### config.mk
export PLATFORM = sky130hd
export DESIGN_NAME = pdcr_top
export DESIGN_NICKNAME = d
export VERILOG_FILES = /design/src/hw/pdcr_pkg.sv /design/src/hw/pdcr_top.sv /design/src/hw/pdcr_sync.sv
export SDC_FILE = /design/constraint.sdc
export NUM_CORES = 1
export LEC_CHECK = 0
export BUFFER_PORTS_ARGS = -buffer_cell sky130_fd_sc_hd__buf_2
export CORE_MARGIN = 4
export CORE_UTILIZATION = 50
export CTS_CLUSTER_DIAMETER = 50
export DETAILED_ROUTE_END_ITERATION = 10
export PLACE_DENSITY = 0.79
export SLEW_MARGIN = 30
export SYNTH_ARGS = -nofsm -noshare
export SYNTH_HDL_FRONTEND = slang
export SYNTH_SLANG_ARGS = --single-unit
### constraint.sdc
create_clock -name sys_clk -period 2.26 [get_ports sys_clk]
set_input_delay 0.565 -clock sys_clk [delete_from_list [all_inputs] [get_ports sys_clk]]
set_output_delay 0.565 -clock sys_clk [all_outputs]
set_load 0.005 [all_outputs]
### src/hw/pdcr_pkg.sv
package pdcr_pkg;

    // ************************************************************
    // Serial word layout
    // ************************************************************
    localparam int unsigned WORD_W = 24;
    localparam int unsigned SEL_W  = 4;

    localparam logic [3:0] SEL_DENOM = 4'h1;
    localparam logic [3:0] SEL_AUX   = 4'h3;

    // ************************************************************
    // Main divider word fields
    // ************************************************************
    localparam int unsigned FB_W   = 11;
    localparam int unsigned FB_LSB = 13;
    localparam int unsigned FN_W   = 12;
    localparam int unsigned FN_LSB = 1;

    // ************************************************************
    // Reference and denominator word fields
    // ************************************************************
    localparam int unsigned FD_W       = 12;
    localparam int unsigned FD_LSB     = 4;
    localparam int unsigned REF_W      = 6;
    localparam int unsigned REF_LSB    = 16;
    localparam int unsigned MAIN_PD_POS = 23;

    // ************************************************************
    // Auxiliary divider word fields
    // ************************************************************
    localparam int unsigned AUX_N_W     = 17;
    localparam int unsigned AUX_N_LSB   = 4;
    localparam int unsigned AUX_PSC_POS = 21;
    localparam int unsigned AUX_CPG_POS = 22;
    localparam int unsigned AUX_PD_POS  = 23;
    localparam int unsigned AUX_B_W     = 13;
    localparam int unsigned AUX_A_W     = 4;

    // ************************************************************
    // Values after reset and synchroniser depth
    // ************************************************************
    localparam logic [23:0] WORD_RST   = 24'h000000;
    localparam logic [5:0]  REF_RST    = 6'h01;
    localparam int unsigned SYNC_STAGES = 3;

endpackage

### src/hw/pdcr_top.sv
`timescale 1ns/1ps

// What this block does
// Address bit0 low loads main divider word
// Main feedback count is plain 11-bit binary
// Host keeps main count within 65..2045
// Edge main counts need low modulator order
// Reference divider divides by 1 to 63
// Power-down bit stops loop, pump high-impedance
// Enable low forces main loop down
// Auto power-up overrides power-down bit
// Aux split: swallow mod P, main div P; main count here is always field div 16
// Host keeps aux main count >= swallow
// Aux field plain binary, max 65535 small
// Host writes aux bit3 zero with 8/9
// Host keeps aux ratio at least 24
// Host uses only listed small aux ratios
// MSB-first shift, copy on strobe rise
// Decode 0001 denominator, 0011 auxiliary
// Main word write resets lock counters
// Aux power-down immediate or after pump idle
// Host never writes reference divider zero
// Partial words touch no register until a strobe; there is no bit count, so a strobe after a partial word still loads
module pdcr_top (
    input  wire logic                 sys_clk,
    input  wire logic                 reset_n,
    input  wire logic                 ser_data,
    input  wire logic                 ser_clk,
    input  wire logic                 latch_strobe,
    input  wire logic                 chip_enable,
    input  wire logic [1:0]           auto_powerup_word,
    input  wire logic                 aux_pd_immediate,
    input  wire logic                 aux_pump_idle,
    input  wire logic                 ref_tick,
    output logic [10:0]               main_feedback_count,
    output logic [11:0]               main_fraction_numerator,
    output logic [11:0]               main_fraction_denominator,
    output logic [5:0]                main_reference_divider,
    output logic                      main_loop_powerdown_bit,
    output logic                      main_loop_powered_down,
    output logic                      main_cp_hiz,
    output logic                      ref_div_pulse,
    output logic                      lock_counters_reset,
    output logic [12:0]               aux_main_count,
    output logic [3:0]                aux_swallow_count,
    output logic                      aux_prescaler_16,
    output logic                      aux_cp_gain_high,
    output logic                      aux_loop_powerdown_bit,
    output logic                      aux_loop_powered_down,
    output logic                      aux_cp_hiz
);

    // ************************************************************
    // Pin synchronisation
    // ************************************************************
    logic data_s;
    logic sclk_s;
    logic strobe_s;
    logic enable_s;
    logic sclk_prev_q;
    logic strobe_prev_q;
    logic sclk_rise;
    logic strobe_rise;

    pdcr_sync u_sync_data (
        .sys_clk   (sys_clk),
        .reset_n   (reset_n),
        .pin_in    (ser_data),
        .level_out (data_s)
    );

    pdcr_sync u_sync_sclk (
        .sys_clk   (sys_clk),
        .reset_n   (reset_n),
        .pin_in    (ser_clk),
        .level_out (sclk_s)
    );

    pdcr_sync u_sync_strobe (
        .sys_clk   (sys_clk),
        .reset_n   (reset_n),
        .pin_in    (latch_strobe),
        .level_out (strobe_s)
    );

    pdcr_sync u_sync_enable (
        .sys_clk   (sys_clk),
        .reset_n   (reset_n),
        .pin_in    (chip_enable),
        .level_out (enable_s)
    );

    always_ff @(posedge sys_clk or negedge reset_n) begin
        if (!reset_n) begin
            sclk_prev_q   <= 1'b0;
            strobe_prev_q <= 1'b0;
        end else begin
            sclk_prev_q   <= sclk_s;
            strobe_prev_q <= strobe_s;
        end
    end

    assign sclk_rise   = sclk_s & ~sclk_prev_q;
    assign strobe_rise = strobe_s & ~strobe_prev_q;

    // ************************************************************
    // Shift register
    // ************************************************************
    logic [pdcr_pkg::WORD_W-1:0] shift_q;

    // Data is synchronised with the same latency as the clock, so the
    // level seen at the clock edge is the one the host set up.
    always_ff @(posedge sys_clk or negedge reset_n) begin
        if (!reset_n) begin
            shift_q <= pdcr_pkg::WORD_RST;
        end else if (sclk_rise) begin
            shift_q <= {shift_q[pdcr_pkg::WORD_W-2:0], data_s};
        end
    end

    // ************************************************************
    // Address decode
    // ************************************************************
    logic load_main;
    logic load_denom;
    logic load_aux;

    // Only the strobe edge loads; bit clocks alone never do.
    assign load_main  = strobe_rise & ~shift_q[0];
    assign load_denom = strobe_rise &
        (shift_q[pdcr_pkg::SEL_W-1:0] == pdcr_pkg::SEL_DENOM);
    assign load_aux   = strobe_rise &
        (shift_q[pdcr_pkg::SEL_W-1:0] == pdcr_pkg::SEL_AUX);

    // ************************************************************
    // Main divider word
    // ************************************************************
    always_ff @(posedge sys_clk or negedge reset_n) begin
        if (!reset_n) begin
            main_feedback_count     <= '0;
            main_fraction_numerator <= '0;
        end else if (load_main) begin
            main_feedback_count <= shift_q[pdcr_pkg::FB_LSB +:
                                           pdcr_pkg::FB_W];
            main_fraction_numerator <= shift_q[pdcr_pkg::FN_LSB +:
                                               pdcr_pkg::FN_W];
        end
    end

    // Counters restart; stored contents are left alone
    always_ff @(posedge sys_clk or negedge reset_n) begin
        if (!reset_n) begin
            lock_counters_reset <= 1'b0;
        end else begin
            lock_counters_reset <= load_main;
        end
    end

    // ************************************************************
    // Reference and denominator word
    // ************************************************************
    always_ff @(posedge sys_clk or negedge reset_n) begin
        if (!reset_n) begin
            main_fraction_denominator <= '0;
            main_reference_divider    <= pdcr_pkg::REF_RST;
            main_loop_powerdown_bit   <= 1'b0;
        end else if (load_denom) begin
            main_fraction_denominator <= shift_q[pdcr_pkg::FD_LSB +:
                                                 pdcr_pkg::FD_W];
            main_reference_divider <= shift_q[pdcr_pkg::REF_LSB +:
                                              pdcr_pkg::REF_W];
            main_loop_powerdown_bit <= shift_q[pdcr_pkg::MAIN_PD_POS];
        end
    end

    // ************************************************************
    // Main power control
    // ************************************************************
    logic main_down_d;

    always_comb begin
        if (!enable_s) begin
            main_down_d = 1'b1;
        end else if (|auto_powerup_word) begin
            main_down_d = 1'b0;
        end else begin
            main_down_d = main_loop_powerdown_bit;
        end
    end

    always_ff @(posedge sys_clk or negedge reset_n) begin
        if (!reset_n) begin
            main_loop_powered_down <= 1'b1;
            main_cp_hiz            <= 1'b1;
        end else begin
            main_loop_powered_down <= main_down_d;
            main_cp_hiz            <= main_down_d;
        end
    end

    // ************************************************************
    // Reference divider
    // ************************************************************
    logic [5:0] ref_cnt_q;

    // A zero setting is left undefined; it behaves here like one.
    always_ff @(posedge sys_clk or negedge reset_n) begin
        if (!reset_n) begin
            ref_cnt_q     <= pdcr_pkg::REF_RST;
            ref_div_pulse <= 1'b0;
        end else if (main_down_d) begin
            ref_cnt_q     <= 6'h01;
            ref_div_pulse <= 1'b0;
        end else if (ref_tick) begin
            if (ref_cnt_q >= main_reference_divider) begin
                ref_cnt_q     <= 6'h01;
                ref_div_pulse <= 1'b1;
            end else begin
                ref_cnt_q     <= ref_cnt_q + 6'h01;
                ref_div_pulse <= 1'b0;
            end
        end else begin
            ref_div_pulse <= 1'b0;
        end
    end

    // ************************************************************
    // Auxiliary divider word
    // ************************************************************
    // Swallow is the low bits, main count the upper bits; with the
    // small prescaler bit 3 belongs to neither and is dropped.
    function automatic logic [3:0] aux_swallow(
        input logic [16:0] ratio,
        input logic        psc16
    );
        aux_swallow = psc16 ? ratio[3:0] : {1'b0, ratio[2:0]};
    endfunction

    logic [16:0] aux_field;

    assign aux_field = shift_q[pdcr_pkg::AUX_N_LSB +: pdcr_pkg::AUX_N_W];

    always_ff @(posedge sys_clk or negedge reset_n) begin
        if (!reset_n) begin
            aux_main_count         <= '0;
            aux_swallow_count      <= '0;
            aux_prescaler_16       <= 1'b0;
            aux_cp_gain_high       <= 1'b0;
            aux_loop_powerdown_bit <= 1'b0;
        end else if (load_aux) begin
            aux_main_count <= aux_field[16:4];
            aux_swallow_count <= aux_swallow(aux_field,
                shift_q[pdcr_pkg::AUX_PSC_POS]);
            aux_prescaler_16       <= shift_q[pdcr_pkg::AUX_PSC_POS];
            aux_cp_gain_high       <= shift_q[pdcr_pkg::AUX_CPG_POS];
            aux_loop_powerdown_bit <= shift_q[pdcr_pkg::AUX_PD_POS];
        end
    end

    // ************************************************************
    // Auxiliary power control
    // ************************************************************
    always_ff @(posedge sys_clk or negedge reset_n) begin
        if (!reset_n) begin
            aux_loop_powered_down <= 1'b0;
            aux_cp_hiz            <= 1'b0;
        end else if (!aux_loop_powerdown_bit) begin
            aux_loop_powered_down <= 1'b0;
            aux_cp_hiz            <= 1'b0;
        end else if (aux_pd_immediate || aux_pump_idle) begin
            aux_loop_powered_down <= 1'b1;
            aux_cp_hiz            <= 1'b1;
        end
    end

endmodule

### src/hw/pdcr_sync.sv
`timescale 1ns/1ps

// Three-stage synchroniser; the clean level moves only once the
// second and third stages agree, which filters single-sample glitches.
module pdcr_sync (
    input  wire logic sys_clk,
    input  wire logic reset_n,
    input  wire logic pin_in,
    output logic      level_out
);

    logic stage1_q;
    logic stage2_q;
    logic stage3_q;

    always_ff @(posedge sys_clk or negedge reset_n) begin
        if (!reset_n) begin
            stage1_q <= 1'b0;
            stage2_q <= 1'b0;
            stage3_q <= 1'b0;
        end else begin
            stage1_q <= pin_in;
            stage2_q <= stage1_q;
            stage3_q <= stage2_q;
        end
    end

    always_ff @(posedge sys_clk or negedge reset_n) begin
        if (!reset_n) begin
            level_out <= 1'b0;
        end else if (stage2_q == stage3_q) begin
            level_out <= stage3_q;
        end
    end

endmodule

==> flow_results.xml <==
<?xml version="1.0" encoding="UTF-8"?>
<metrics>
  <group name="worst_setup_path">
    <metric name="path_class" unit="">flop to flop</metric>
    <metric name="critical_path_endpoint_category" unit="">flop</metric>
    <metric name="cp_data_required_time" unit="ns">2.66</metric>
    <metric name="crit_arrival" unit="ns">2.21</metric>
    <metric name="worst-r2r-cell-count" unit="">4</metric>
    <metric name="critical_path.startpoint_type" unit="">flop</metric>
    <metric name="crit_path_max_fanout" unit="">11</metric>
  </group>
  <group name="route">
    <metric name="drt_iter0_drc" unit="">94</metric>
    <metric name="post_drt_wl_per_cell" unit="µm">17.5</metric>
    <metric name="avgViaCountPerCell" unit="">5.26</metric>
    <metric name="first_pass_iters" unit="">4</metric>
    <metric name="vias" unit="">2606</metric>
    <metric name="wirelength" unit="µm">8670</metric>
    <metric name="remaining_drc_errors" unit="">0</metric>
    <metric name="postRouteAntennaNets" unit="">0</metric>
  </group>
  <group name="global_routing">
    <metric name="grt_util_all_layers" unit="">0.183</metric>
    <metric name="globalRoute.busiestLayer" unit="">met2</metric>
    <metric name="grt_overflow_total" unit="">0</metric>
    <metric name="first_global_vias" unit="">2879</metric>
    <metric name="use_met3" unit="">0.0650</metric>
    <metric name="largest_net_degree_at_the_start_of_global_routing" unit="">46</metric>
    <metric name="gr-usage-met2" unit="">0.291</metric>
    <metric name="grt_first_pass_wirelength" unit="µm">14700</metric>
    <metric name="grt.met1_usage" unit="">0.234</metric>
    <metric name="grt_antenna_before_repair" unit="">0</metric>
  </group>
  <group name="synthesis">
    <metric name="syn_area" unit="µm²">4520</metric>
    <metric name="yosys.cell_types.count" unit="">35</metric>
    <metric name="mean_area_per_synthesized_cell" unit="µm²">15.8</metric>
    <metric name="synth_flop_cell" unit="">sky130_fd_sc_hd__dfrtp_1</metric>
    <metric name="ys_warn_count" unit="">0</metric>
    <metric name="synth_nets" unit="">305</metric>
    <metric name="synth-edff-count" unit="">0</metric>
    <metric name="synth_sequential_area_ratio" unit="">0.632</metric>
    <metric name="synthesis.instances" unit="">287</metric>
    <metric name="synth_seq_cells" unit="">114</metric>
    <metric name="postSynth.asyncResetShare" unit="">1.00</metric>
  </group>
  <group name="sta">
    <metric name="setup_violations_final" unit="">0</metric>
    <metric name="tns" unit="ns">0</metric>
    <metric name="slew-limit-headroom" unit="">0.669</metric>
    <metric name="finalHoldViolations" unit="">0</metric>
    <metric name="hold-worst-slack" unit="ns">0.0364</metric>
    <metric name="min_period_over_period" unit="">0.797</metric>
    <metric name="unrepaired_setup_endpoints_after_global_routing" unit="">false</metric>
    <metric name="clock.fmax" unit="MHz">555</metric>
    <metric name="timing.clock.skew" unit="ns">0.00853</metric>
    <metric name="period_minus_slack" unit="ns">1.80</metric>
    <metric name="timing.final.max_slew_violations" unit="">0</metric>
    <metric name="setup_ws" unit="ns">0.458</metric>
    <metric name="max_slew.worst_pin.slew" unit="ns">0.497</metric>
  </group>
  <group name="die">
    <metric name="placementRows" unit="">34</metric>
    <metric name="die-area" unit="µm²">10600</metric>
    <metric name="core_area" unit="µm²">8760</metric>
    <metric name="floorplan.initialDensity" unit="">0.516</metric>
    <metric name="die_h" unit="µm">103</metric>
    <metric name="boundaryPins" unit="">79</metric>
    <metric name="dieWidth" unit="µm">103</metric>
  </group>
  <group name="clock_network">
    <metric name="cts_buffers" unit="">17</metric>
    <metric name="cts_max_path_buffers" unit="">2</metric>
    <metric name="htree_num_levels" unit="">4</metric>
    <metric name="postCtsHoldBufs" unit="">0</metric>
    <metric name="cts.clk_slew.worst_paths" unit="ns">0.05</metric>
    <metric name="cts_tree" unit="">done</metric>
    <metric name="clock_insertion_delay_at_the_later_pin_of_the_skew_report" unit="ns">0.49</metric>
    <metric name="clock-root-buffer" unit="">sky130_fd_sc_hd__clkbuf_8</metric>
    <metric name="cts_resized" unit="">0</metric>
    <metric name="clock-sinks" unit="">114</metric>
    <metric name="postCtsSetupRepairBufs" unit="">0</metric>
  </group>
  <group name="placement">
    <metric name="place_hpwl" unit="µm">5700</metric>
    <metric name="worst_slack_at_placement" unit="ns">0.484</metric>
    <metric name="placed_cells_incl_taps" unit="">464</metric>
    <metric name="gpl.final_weighted_congestion" unit="">0.810</metric>
    <metric name="port_buffers" unit="">78</metric>
  </group>
  <group name="cells_and_area">
    <metric name="area_growth" unit="%">25.6</metric>
    <metric name="drive_gt1_frac" unit="">0.514</metric>
    <metric name="final_cells" unit="">495</metric>
    <metric name="n_antenna_cell" unit="">0</metric>
    <metric name="finish.net_count" unit="">393</metric>
    <metric name="finish.utilization" unit="">0.648</metric>
    <metric name="fillCellCount" unit="">654</metric>
  </group>
  <group name="pwr">
    <metric name="ir_worst_vdd" unit="µV">617</metric>
    <metric name="fraction_of_power_spent_switching_nets" unit="">0.236</metric>
    <metric name="comb_power_share" unit="">0.138</metric>
    <metric name="pwr-share-clk" unit="">0.441</metric>
    <metric name="p_int" unit="mW">5.00</metric>
    <metric name="p_seq_frac" unit="">0.421</metric>
    <metric name="power_leakage" unit="nW">2.96</metric>
    <metric name="p_sw" unit="mW">1.55</metric>
    <metric name="power-per-cell-area" unit="nW/µm²">1150</metric>
  </group>
  <group name="run_status">
    <metric name="run_status" unit="">finished clean</metric>
  </group>
  <group name="run">
    <metric name="maxCapViolCount" unit="">0</metric>
  </group>
  <group name="hold_path">
    <metric name="min_path_type" unit="">input pin to asynchronous set/reset pin</metric>
  </group>
</metrics>
## power by group through the flow
stage                     Sequential [mW]  Clock [mW]  Combinational [mW]
after floorplan                      2.73           0               0.530
after global routing                 2.81        3.06               0.996
after global placement               2.77           0               0.881
after CTS                            2.76        2.94               0.924
after detailed placement             2.78           0               0.917
final                                2.76        2.88               0.902
## critical path: stages, from the launching register on
cell and delay (ns):
sky130_fd_sc_hd__dfrtp_1 0.44, sky130_fd_sc_hd__ha_1 0.32, sky130_fd_sc_hd__nand4_1 0.37, sky130_fd_sc_hd__o2111a_1 0.39, sky130_fd_sc_hd__o21ai_0 0.19
## routing by layer
| metal | vias to the layer above | wire length, µm | share of wire |
|---|---|---|---|
| met5 | - | 0 | 0 |
| met4 | 0 | 127 | 0.015 |
| met3 | 13 | 505 | 0.058 |
| met2 | 76 | 4270 | 0.49 |
| met1 | 1317 | 3770 | 0.43 |
| li1 | 1200 | - | - |
## Yosys cell counts, types with 3 or more instances
cell type                   count  share of area
sky130_fd_sc_hd__a21oi_1        4         0.0044
sky130_fd_sc_hd__a31oi_1        4         0.0055
sky130_fd_sc_hd__buf_2          5         0.0055
sky130_fd_sc_hd__buf_6          6          0.015
sky130_fd_sc_hd__dfrtp_1      111           0.61
sky130_fd_sc_hd__dfstp_2        3          0.017
sky130_fd_sc_hd__ha_1           7          0.019
sky130_fd_sc_hd__inv_1          8         0.0066
sky130_fd_sc_hd__maj3_1         4         0.0089
sky130_fd_sc_hd__mux2_1        10          0.025
sky130_fd_sc_hd__mux2_2        55           0.14
sky130_fd_sc_hd__mux2_4        20          0.066
sky130_fd_sc_hd__nand2_1        6         0.0050
sky130_fd_sc_hd__nand2b_1       6         0.0083
sky130_fd_sc_hd__nor2_1         5         0.0042
sky130_fd_sc_hd__o2111ai_1      7          0.014
sky130_fd_sc_hd__o21ai_0        3         0.0033
## registers in the layout, summed over array words and instances (netlist names), 4 cells and up
name                       cells
main_feedback_count           11
ref_cnt_q                      6
main_fraction_numerator       12
main_fraction_denominator     12
main_reference_divider         6
aux_swallow_count              4
aux_main_count                13
shift_q                       24
## through the flow
step,area [µm²],total power [mW]
floorplan,4520,3.26
global placement,5030,3.65
global route,5680,6.86
finish,5680,6.54
detailed placement,5030,3.69
CTS,5680,6.62
## worst paths after layout
kind	startpoint	end	slack, ns
setup / recovery	ref_cnt_q[3]	ref_cnt_q[0]	0.46
hold / removal	reset_n	shift_q[18]	0.04
setup reg to reg	ref_cnt_q[3]	ref_cnt_q[0]	0.46
hold reg to reg	u_sync_enable.stage1_q	u_sync_enable.stage2_q	0.35
max in group asynchronous	reset_n	ref_cnt_q[0]	1.56
min in group sys_clk	ser_clk	u_sync_sclk.stage1_q	0.17
## placed cells by master, fill, tap and decap left out, types with 2 or more instances in the layout
cell type / n
sky130_fd_sc_hd__a21oi_1: 4
sky130_fd_sc_hd__o211ai_1: 2
sky130_fd_sc_hd__mux2_2: 55
sky130_fd_sc_hd__mux2_4: 20
sky130_fd_sc_hd__mux2_1: 10
sky130_fd_sc_hd__dfrtp_1: 111
sky130_fd_sc_hd__ha_1: 7
sky130_fd_sc_hd__o21ai_0: 3
sky130_fd_sc_hd__nand3_1: 2
sky130_fd_sc_hd__nand2_1: 6
sky130_fd_sc_hd__bufinv_16: 5
sky130_fd_sc_hd__clkbuf_8: 5
sky130_fd_sc_hd__nand2b_1: 6
sky130_fd_sc_hd__maj3_1: 4
sky130_fd_sc_hd__clkinv_2: 4
sky130_fd_sc_hd__nor2_1: 5
sky130_fd_sc_hd__o2111ai_1: 7
sky130_fd_sc_hd__inv_1: 8
sky130_fd_sc_hd__o21a_1: 2
sky130_fd_sc_hd__a31oi_1: 4
sky130_fd_sc_hd__dfstp_2: 3
sky130_fd_sc_hd__buf_12: 4
sky130_fd_sc_hd__clkbuf_16: 16
sky130_fd_sc_hd__buf_4: 3
sky130_fd_sc_hd__buf_2: 77
## kinds of logic (layout without fill, tap and decap cells)
| kind of cell | count (synthesis) | after routing | share of synthesized area |
|---|---|---|---|
| adder cells (fa/ha/maj) | 11 | 11 | 0.0282 |
| multiplexers | 85 | 85 | 0.228 |
| AND/OR/NAND/NOR | 30 | 30 | 0.0418 |
| flip-flops | 114 | 114 | 0.632 |
| buffers and inverters | 23 | 123 | 0.0321 |
| AO/OA/AOI/OAI | 24 | 24 | 0.0379 |
## final cells by class
class                      instances  area [µm²]  area share
clock inverter                    10         179      0.0315
tap                              108         135      0.0238
multi-input combinational        150        1520       0.268
sequential                       114        2860       0.503
inverter                           8        30.0     0.00529
timing repair buffer              84         488      0.0859
clock buffer                      21         469      0.0826
Note: power is estimated with default switching activity, not from simulation.
